`src/core/adcmt_pkg.sv`:
```
/*
 package for the converter mode and timing control block: offsets,
 field layouts, reset values, encodings, timing constants and the
 count functions.
 assumes a single 25 MHz clock that stands in for the peripheral
 clock, so every interval is counted in cycles of that clock.
*/
// Operation
// - both mode registers are eight bits, reset to zero, byte or bit access
// - enable bit seven of register zero stops or enables conversion
// - mode field picks continuous or one-shot, select or scan
// - edge field picks none, falling, rising or both trigger edges
// - trigger mode bit picks software or hardware trigger
// - bit zero reads busy state, writes to it are ignored
// - high-speed continuous: busy config write aborts, software mode restarts
// - high-speed continuous hardware mode: busy config write aborts, back to trigger wait
// - bit seven picks normal or high speed, bits three..zero code
// - conversion lasts 26 cycles times code plus one, codes 0..11
// - stabilization 25, 26, 39 or 50 cycles, never below 1 us (25 cycles)
// - normal mode waits one conversion time after each conversion
// - trigger response delay is four cycles plus the code
// - after enabling, stabilize, then convert for the set time
// - normal mode raises the end interrupt when the wait expires
// - high speed raises the end interrupt right at conversion end
// - high-speed continuous stabilizes only before the first one
// - hardware source: pin edge, timer compare zero or one
// - result sits in upper ten of sixteen bits, low six zero
package adcmt_pkg;

  // ---------------------------------------------------------------
  // register map
  // ---------------------------------------------------------------
  localparam logic [31:0] ADCMT_M0_OFS = 32'h0ffff200;
  localparam logic [31:0] ADCMT_M1_OFS = 32'hfffff201;
  localparam logic [31:0] ADCMT_CHSEL_OFS = 32'hfffff202;
  localparam logic [31:0] ADCMT_TRIGSEL_OFS = 32'hfffff203;
  localparam logic [7:0] ADCMT_REG_RST = 8'h00;
  localparam logic [7:0] ADCMT_M0_WMASK = 8'hbe;
  localparam logic [7:0] ADCMT_M1_WMASK = 8'h8f;
  localparam logic [7:0] ADCMT_CHSEL_WMASK = 8'h0f;
  localparam logic [7:0] ADCMT_TRIGSEL_WMASK = 8'h03;
  localparam int ADCMT_HS_BIT = 7;
  localparam int ADCMT_RES_PAD = 6;

  // ---------------------------------------------------------------
  // encodings
  // ---------------------------------------------------------------
  localparam logic [1:0] ADCMT_SRC_PIN = 2'h0;
  localparam logic [1:0] ADCMT_SRC_TMR0 = 2'h1;
  localparam logic [1:0] ADCMT_SRC_TMR1 = 2'h2;

  typedef struct packed {
    logic ce;
    logic rsv;
    logic oneshot;
    logic scan;
    logic edge_rise;
    logic edge_fall;
    logic tmd;
    logic ef;
  } adcmt_m0_t;

  typedef enum logic [2:0] {
    ST_IDLE, ST_STAB, ST_TRIG, ST_RESP, ST_CONV, ST_WAIT
  } adcmt_state_t;

  // ---------------------------------------------------------------
  // timing
  // ---------------------------------------------------------------
  localparam int CLK_PERIOD_NS = 40;
  localparam int STAB_MIN_NS = 1000;
  localparam logic [9:0] STAB_MIN_CYC =
    10'((STAB_MIN_NS + CLK_PERIOD_NS - 1) / CLK_PERIOD_NS);
  localparam logic [9:0] CONV_UNIT = 10'h01a;
  localparam logic [9:0] STAB_STEP = 10'h00d;
  localparam logic [9:0] STAB_SLOW = 10'h032;
  localparam logic [9:0] RESP_BASE = 10'h004;
  localparam logic [3:0] CODE_MAX = 4'hb;
  localparam logic [3:0] CODE_SLOW = 4'h3;

  // prohibited codes are held at the slowest legal one
  function automatic logic [9:0] adcmt_code(input logic [3:0] c);
    return {6'h00, (c > CODE_MAX) ? CODE_MAX : c};
  endfunction

  function automatic logic [9:0] adcmt_conv_cyc(input logic [3:0] c);
    return 10'(CONV_UNIT * (adcmt_code(c) + 10'h001));
  endfunction

  function automatic logic [9:0] adcmt_stab_cyc(input logic [3:0] c);
    logic [9:0] t;
    t = (c < CODE_SLOW) ? 10'(STAB_STEP * (adcmt_code(c) + 10'h001))
                        : STAB_SLOW;
    return (t < STAB_MIN_CYC) ? STAB_MIN_CYC : t;
  endfunction

  function automatic logic [9:0] adcmt_resp_cyc(input logic [3:0] c);
    return RESP_BASE + adcmt_code(c);
  endfunction

endpackage

```
`src/core/adcmt_ctrl.sv`:
```
/*
 mode and timing control of a ten-bit successive approximation
 converter: mode registers, trigger selection, interval sequencing,
 result capture and the conversion-end interrupt pulse.
 assumes the analog front end delivers its ten-bit answer on
 sar_data by the last conversion cycle, all inputs are synchronous
 to mclk, and writes to the power-fail registers elsewhere are
 reported on pf_cfg_wr.
*/
// The address-and-strobe port is this design's own decision.
`timescale 1ns/1ps
module adcmt_ctrl
  import adcmt_pkg::*;
(
  // clock and reset
  input wire logic mclk,
  input wire logic reset,
  // register port
  input wire logic [31:0] reg_addr,
  input wire logic [7:0] reg_wdata,
  input wire logic reg_wr,
  input wire logic reg_rd,
  output logic [7:0] reg_rdata,
  input wire logic pf_cfg_wr,
  // trigger sources
  input wire logic external_trigger_pin,
  input wire logic timer_compare0_irq,
  input wire logic timer_compare1_irq,
  // analog front end
  input wire logic [9:0] sar_data,
  output logic conv_active,
  output logic [3:0] conv_channel,
  // results and interrupt
  output logic [15:0] conversion_result_reg,
  output logic [3:0] result_channel,
  output logic result_valid,
  output logic conversion_end_irq
);

  // ---------------------------------------------------------------
  // registers and state
  // ---------------------------------------------------------------
  adcmt_m0_t m0_ff;
  logic [7:0] m1_ff;
  logic [7:0] chsel_ff;
  logic [7:0] trigsel_ff;
  logic [7:0] rdata_ff;
  logic ce_q_ff;
  logic pin_q_ff;
  adcmt_state_t state_ff, nxt_state;
  logic [9:0] cnt_ff, nxt_cnt;
  logic [3:0] idx_ff, nxt_idx;
  logic [15:0] res_ff;
  logic [3:0] res_ch_ff;
  logic res_vld_ff, nxt_res_vld;
  logic irq_ff, nxt_irq;

  // ---------------------------------------------------------------
  // address decode
  // ---------------------------------------------------------------
  wire hit_m0 = (reg_addr == ADCMT_M0_OFS);
  wire hit_m1 = (reg_addr == ADCMT_M1_OFS);
  wire hit_ch = (reg_addr == ADCMT_CHSEL_OFS);
  wire hit_tr = (reg_addr == ADCMT_TRIGSEL_OFS);
  wire wr_m0 = reg_wr & hit_m0;
  wire wr_m1 = reg_wr & hit_m1;
  wire wr_ch = reg_wr & hit_ch;
  wire wr_tr = reg_wr & hit_tr;
  wire cfg_wr = wr_m0 | wr_ch | wr_tr | pf_cfg_wr;

  // mode decode
  // speed bit and code
  wire hs = m1_ff[ADCMT_HS_BIT];
  wire [3:0] code = m1_ff[3:0];
  wire [9:0] conv_cyc = adcmt_conv_cyc(code);
  wire [9:0] stab_cyc = adcmt_stab_cyc(code);
  wire [9:0] resp_cyc = adcmt_resp_cyc(code);
  wire [3:0] last_ch = chsel_ff[3:0];
  wire busy = (state_ff == ST_STAB) | (state_ff == ST_RESP) |
              (state_ff == ST_CONV) | (state_ff == ST_WAIT);
  // start only on the enable edge
  wire ce_rise = m0_ff.ce & ~ce_q_ff;
  wire cnt_end = (cnt_ff == 10'h001);

  // ---------------------------------------------------------------
  // trigger selection
  // ---------------------------------------------------------------
  // edge detect on the external pin
  wire pin_fall = pin_q_ff & ~external_trigger_pin;
  wire pin_rise = ~pin_q_ff & external_trigger_pin;
  wire pin_hit = (m0_ff.edge_fall & pin_fall) |
                 (m0_ff.edge_rise & pin_rise);
  // source select, code three never fires
  wire hw_trig = (trigsel_ff[1:0] == ADCMT_SRC_PIN) ? pin_hit :
                 (trigsel_ff[1:0] == ADCMT_SRC_TMR0) ? timer_compare0_irq :
                 (trigsel_ff[1:0] == ADCMT_SRC_TMR1) ? timer_compare1_irq :
                 1'b0;

  // only high-speed continuous runs take the abort path
  wire abort = cfg_wr & busy & hs & ~m0_ff.oneshot & m0_ff.ce;

  // scan walks channels up to the selected one
  wire seq_end = ~m0_ff.scan | (idx_ff == last_ch);

  // ---------------------------------------------------------------
  // register writes
  // ---------------------------------------------------------------
  // byte-wide registers, reserved bits forced to zero
  // bit zero of mode register zero never stored from a write
  always_ff @(posedge mclk) begin
    if (reset) begin
      m0_ff <= ADCMT_REG_RST;
      m1_ff <= ADCMT_REG_RST;
      chsel_ff <= ADCMT_REG_RST;
      trigsel_ff <= ADCMT_REG_RST;
    end else begin
      if (wr_m0) m0_ff <= reg_wdata & ADCMT_M0_WMASK;
      if (wr_m1) m1_ff <= reg_wdata & ADCMT_M1_WMASK;
      if (wr_ch) chsel_ff <= reg_wdata & ADCMT_CHSEL_WMASK;
      if (wr_tr) trigsel_ff <= reg_wdata & ADCMT_TRIGSEL_WMASK;
    end
  end

  // read data, busy shown live in bit zero
  wire [7:0] m0_rd = {m0_ff[7:1], busy};
  wire [7:0] rd_mux = hit_m0 ? m0_rd :
                      hit_m1 ? m1_ff :
                      hit_ch ? chsel_ff :
                      hit_tr ? trigsel_ff : 8'h00;

  // read answer stands one cycle only, zero otherwise
  always_ff @(posedge mclk) begin
    if (reset) rdata_ff <= 8'h00;
    else rdata_ff <= reg_rd ? rd_mux : 8'h00;
  end

  // ---------------------------------------------------------------
  // sequencer
  // ---------------------------------------------------------------
  // next step after a conversion, shared by both speed modes
  adcmt_state_t after_st;
  logic [9:0] after_cnt;
  always_comb begin
    after_st = ST_CONV;
    after_cnt = conv_cyc;
    if (seq_end & m0_ff.oneshot & ~m0_ff.tmd) begin
      after_st = ST_IDLE;
      after_cnt = 10'h000;
    end else if (seq_end & m0_ff.tmd) begin
      after_st = ST_TRIG;
      after_cnt = 10'h000;
    end else if (~hs) begin
      after_st = ST_STAB;
      after_cnt = stab_cyc;
    end
  end

  // one down counter for every interval
  always_comb begin
    nxt_state = state_ff;
    nxt_cnt = (cnt_ff == 10'h000) ? 10'h000 : cnt_ff - 10'h001;
    nxt_idx = idx_ff;
    nxt_res_vld = 1'b0;
    nxt_irq = 1'b0;
    unique case (state_ff)
      ST_IDLE: begin
        nxt_idx = 4'h0;
        if (ce_rise) begin
          nxt_state = ST_STAB;
          nxt_cnt = stab_cyc;
        end
      end
      ST_STAB: begin
        if (cnt_end) begin
          nxt_state = m0_ff.tmd ? ST_TRIG : ST_CONV;
          nxt_cnt = m0_ff.tmd ? 10'h000 : conv_cyc;
        end
      end
      ST_TRIG: begin
        if (hw_trig) begin
          nxt_state = ST_RESP;
          nxt_cnt = resp_cyc;
        end
      end
      ST_RESP: begin
        if (cnt_end) begin
          nxt_state = ST_CONV;
          nxt_cnt = conv_cyc;
        end
      end
      ST_CONV: begin
        if (cnt_end) begin
          nxt_res_vld = 1'b1;
          nxt_idx = seq_end ? 4'h0 : idx_ff + 4'h1;
          if (hs) begin
            // interrupt at once in high speed
            nxt_irq = 1'b1;
            nxt_state = after_st;
            nxt_cnt = after_cnt;
          end else begin
            // wait as long as the conversion
            nxt_state = ST_WAIT;
            nxt_cnt = conv_cyc;
          end
        end
      end
      ST_WAIT: begin
        if (cnt_end) begin
          nxt_irq = 1'b1;
          nxt_state = after_st;
          nxt_cnt = after_cnt;
        end
      end
    endcase
    if (abort) begin
      nxt_idx = 4'h0;
      nxt_res_vld = 1'b0;
      nxt_irq = 1'b0;
      // hardware mode returns to trigger wait
      nxt_state = m0_ff.tmd ? ST_TRIG : ST_CONV;
      nxt_cnt = m0_ff.tmd ? 10'h000 : conv_cyc;
    end
    if (~m0_ff.ce) begin
      nxt_state = ST_IDLE;
      nxt_cnt = 10'h000;
      nxt_idx = 4'h0;
      nxt_irq = 1'b0;
      nxt_res_vld = 1'b0;
    end
  end

  // sequencer state, kept apart from the result capture
  always_ff @(posedge mclk) begin
    if (reset) begin
      state_ff <= ST_IDLE;
      cnt_ff <= 10'h000;
      idx_ff <= 4'h0;
      ce_q_ff <= 1'b0;
      pin_q_ff <= 1'b0;
      irq_ff <= 1'b0;
      res_vld_ff <= 1'b0;
    end else begin
      state_ff <= nxt_state;
      cnt_ff <= nxt_cnt;
      idx_ff <= nxt_idx;
      ce_q_ff <= m0_ff.ce;
      pin_q_ff <= external_trigger_pin;
      irq_ff <= nxt_irq;
      res_vld_ff <= nxt_res_vld;
    end
  end

  // result left aligned, low bits zero
  always_ff @(posedge mclk) begin
    if (reset) begin
      res_ff <= 16'h0000;
      res_ch_ff <= 4'h0;
    end else if (nxt_res_vld) begin
      res_ff <= {sar_data, {ADCMT_RES_PAD{1'b0}}};
      res_ch_ff <= conv_channel;
    end
  end

  // outputs
  assign reg_rdata = rdata_ff;
  assign conv_active = (state_ff == ST_CONV);
  assign conv_channel = m0_ff.scan ? idx_ff : last_ch;
  assign conversion_result_reg = res_ff;
  assign result_channel = res_ch_ff;
  assign result_valid = res_vld_ff;
  assign conversion_end_irq = irq_ff;
endmodule

```
`config.mk`:
```
export PLATFORM = sky130hd
export DESIGN_NAME = adcmt_ctrl
export DESIGN_NICKNAME = d
export VERILOG_FILES = /design/src/core/adcmt_pkg.sv /design/src/core/adcmt_ctrl.sv
export SDC_FILE = /design/constraint.sdc
export NUM_CORES = 1
export LEC_CHECK = 0
export ABC_AREA = 1
export ABC_CLOCK_PERIOD_IN_PS = 5240
export CAP_MARGIN = 30
export CORE_MARGIN = 10
export CORE_UTILIZATION = 50
export CTS_CLUSTER_SIZE = 8
export DETAILED_ROUTE_END_ITERATION = 6
export DONT_BUFFER_PORTS = 1
export HOLD_SLACK_MARGIN = 0.06
export PLACE_DENSITY = 0.76
export SKIP_CTS_REPAIR_TIMING = 1
export SKIP_LAST_GASP = 1
export SYNTH_ARGS = -nofsm -noshare
export SYNTH_HDL_FRONTEND = slang
export SYNTH_SLANG_ARGS = --single-unit
```
`constraint.sdc`:
```
create_clock -name mclk -period 5.24 [get_ports mclk]
set_clock_uncertainty 0.1 [all_clocks]
set_input_delay 0.524 -clock mclk [delete_from_list [all_inputs] [get_ports mclk]]
set_output_delay 0.524 -clock mclk [all_outputs]
set_load 0.02 [all_outputs]
```
==> impl_metrics.csv <==
group,metric,value,unit
route,num_vias,4588,
setup_path,worstSetupPathType,"reg -> reg",
setup_path,endpoint_kind,"flip-flop",
logic_synthesis,syn-cell-area,4363,um^2
timing,worst_slew_pin_slew,0.8541,ns
setup_path,reg2reg_from,"m1_ff[2]",
route,post-route-drc-count,0,
worst_hold_path,hold_path.class,"in -> reg",
layout,fin_nets,782,
outcome,status,"finished clean",
cts,cts_tree,"yes",
cts,numCtsBuffers,9,
cts,clk_latency,0.36,ns
logic_synthesis,synth_top_area_share,27.07,%
floorplan,io_pins,93,
route,wl_per_cell,15.34,um
setup_path,rrSetupSlack,0.72,ns
setup_path,required,5.42,ns
worst_hold_path,worstHoldEndpoint,"pin_q_ff",
logic_synthesis,yosysTopAreaCell,"dfxtp_1",
cts,cts_max_path_buffers,2,
route,finalWirelength,12530,um
global_routing,antenna_found_initial,0,
layout,antennaDiodeCount,0,
setup_path,crit_family,"adder cells",
layout,drive_above_1_share,7.193,%
place,dp_hpwl,9968,um
pwr,leakage,2.109,nW
pwr,ir_drop,0.2355,mV
logic_synthesis,synth-edff-count,0,
timing,fmax,221.4,MHz
flow_run,cap_viol_max_count,0,
layout,fin_util,54.05,%
logic_synthesis,ys_warn_count,0,
cts,root_buffer,"clkbuf_8",
worst_hold_path,holdPathStages,1,
timing,fin_crit,4.517,ns
logic_synthesis,synthFlopType,"dfxtp_1",
setup_path,cp_max_fo,9,
logic_synthesis,ys_ff_latch,59,
place,io_buffers,0,
setup_path,ff2ff_path_depth,25,
route,dr.pass1.iters,6,
layout,areaGrowthSynthToFinish,6.452,%
route,drt_iter0_drc,371,
logic_synthesis,synthTopCellsByArea,"dfxtp_1, nand2_1, nor2_1, inv_1, o21ai_0",
logic_synthesis,synth.avg_cell_area,6.233,um^2
floorplan,initial_core_util,50.77,%
timing,hold_violations,0,
setup_path,timing.critical_path.buf_inv,4,
cts,cts.sinks,59,
route,antenna_left,0,
floorplan,die_w,113.4,um
logic_synthesis,async_flop_share,0,%
logic_synthesis,ys_seq_area_share,27.07,%
worst_hold_path,hold_path_startpoint,"reset",
setup_path,max_stage_delay,0.58,ns
timing,fin_crit_sh,86.21,%
logic_synthesis,postSynthCellCount,700,
route,via_per_inst,5.616,
setup_path,r2r_end,"cnt_ff[4]",
place,gp_congestion,0.9446,
logic_synthesis,synth_cell_types,45,
setup_path,cp-start-kind,"flip-flop",
global_routing,grt_max_degree,29,
floorplan,core,8593,um^2
global_routing,grt_pass1_wl,20760,um
floorplan,fp-row-count,34,
global_routing,grtUsageTotal,19.19,%
timing,grt_setup_unrepaired,"no",
pwr,p_per_area,198.6,nW/um^2
timing,slew_violations,0,
cts,clkTransAtPathRegs,0.08,ns
global_routing,grt_pass1_vias,4378,
timing,finalSetupViolCount,0,
floorplan,die_area,12860,um^2
cts,htree_levels,3,
place,placed_area,4438,um^2
setup_path,cp_common_cell,"nand2_1",
pwr,finalPower,922.6,uW
timing,holdWs,0.1368,ns
global_routing,grt-ovfl-total,0,
layout,fin_area,4644,um^2
setup_path,arrival,4.70,ns
setup_path,crit_slowest_cell,"a21oi_1",
floorplan,die_h,113.4,um
timing,max_slew_margin,42.46,%
timing,setup_tns,0,ns
worst max-delay path by stage:
stage	slack [ns]	start	to	depth (start not counted)
finish	0.72	m1_ff[2]	cnt_ff[4]	25
global route	0.35	m1_ff[2]	cnt_ff[4]	25
floorplan	1.44	m1_ff[2]	cnt_ff[3]	22
global placement	0.88	m1_ff[2]	cnt_ff[4]	22
CTS	0.77	m1_ff[2]	cnt_ff[4]	25
detailed placement	0.81	m1_ff[2]	cnt_ff[4]	25
worst reg2reg max path, cell delays in order (launching register included):
cell     delay, ns
dfxtp_1       0.37
a21oi_1       0.58
inv_1         0.10
ha_1          0.22
xnor2_1       0.29
ha_1          0.31
fa_1          0.54
inv_1         0.07
fa_1          0.46
inv_1         0.07
nand3_1       0.08
nand2_1       0.08
nand2_1       0.04
nand2_1       0.05
inv_1         0.08
nand2_1       0.15
nand3_2       0.16
nand2_1       0.13
nand2_1       0.06
nand2_1       0.08
nand2_1       0.04
nand2_1       0.09
nand2_1       0.06
nand2_1       0.05
nand2_1       0.05
a21oi_1       0.13
cell usage in the layout, fill, tap and decap left out, drive strengths merged:
cell type / count
a22o: 2
nand3: 33
inv: 106
a21oi: 54
xor2: 5
nor3: 8
nand2b: 1
a22oi: 5
clkinv: 4
o21ai: 69
xnor2: 7
conb: 10
nor2: 120
o2bb2ai: 1
dfxtp: 59
or4: 1
a31oi: 3
or2: 5
fa: 2
o2111ai: 1
a211oi: 7
nor4: 5
a311oi: 1
nand4: 15
nand2: 153
a41oi: 1
ha: 18
bufinv: 1
clkbuf: 9
o22ai: 3
cells in the mapped netlist, types with 5 or more instances:
master      n
ha_1       18
o21ai_0    60
xnor2_1     7
a211oi_1    7
inv_1      94
a21oi_1    54
buf_4       8
dfxtp_1    59
nand2_1   149
nor3_1      7
nor2_1    110
nor2_2      6
nand4_1    15
clkbuf_1    5
nand3_1    30
xor2_1      5
inv_2       8
a22oi_1     5
o21ai_1     6
metal layers:
metal | up-vias | track usage [%] | routed length, um
li1 | 2271 | - | -
met1 | 2057 | 22.25 | 5104
met2 | 235 | 32.49 | 5980
met3 | 25 | 5.459 | 1155
met4 | 0 | 7.783 | 294
met5 | - | 0 | 0
stage by stage:
stage / std cells / worst slack [ns]
2_1_floorplan: 709 / 1.437
3_3_place_gp: 801 / 0.8829
3_5_place_dp: 801 / 0.8086
4_1_cts: 817 / 0.7710
5_1_grt: 817 / 0.3487
6_report: 817 / 0.7228
power by group:
group | internal (mW) | total [mW] | switching [mW] | leakage [nW]
Combinational | 0.00922 | 0.0333 | 0.0241 | 1.53
Sequential | 0.448 | 0.449 | 0.000213 | 0.475
Clock | 0.227 | 0.441 | 0.214 | 0.105
area by class of cell:
type                            instances  area [um^2]
Inverter                              104        395.4
Tap cell                              108        135.1
Clock buffer                            9        123.9
Sequential cell                        59         1181
Multi-Input combinational cell        530         2726
Fill cell                             861         3949
Clock inverter                          7        82.58
cell families (layout without fill, tap and decap cells):
group | count (synthesis) | after routing | share of synthesized area [%]
and+or+nand+nor | 341 | 341 | 34.47
buffers and inverters | 120 | 120 | 11.21
adders and majority gates | 20 | 20 | 6.080
AOI/OAI and AO/OA | 147 | 147 | 18.67
DFF | 59 | 59 | 27.07
xor gates and xnor gates | 12 | 12 | 2.409
other | 1 | 10 | 0.08595
(Power assumes the default switching activity.)
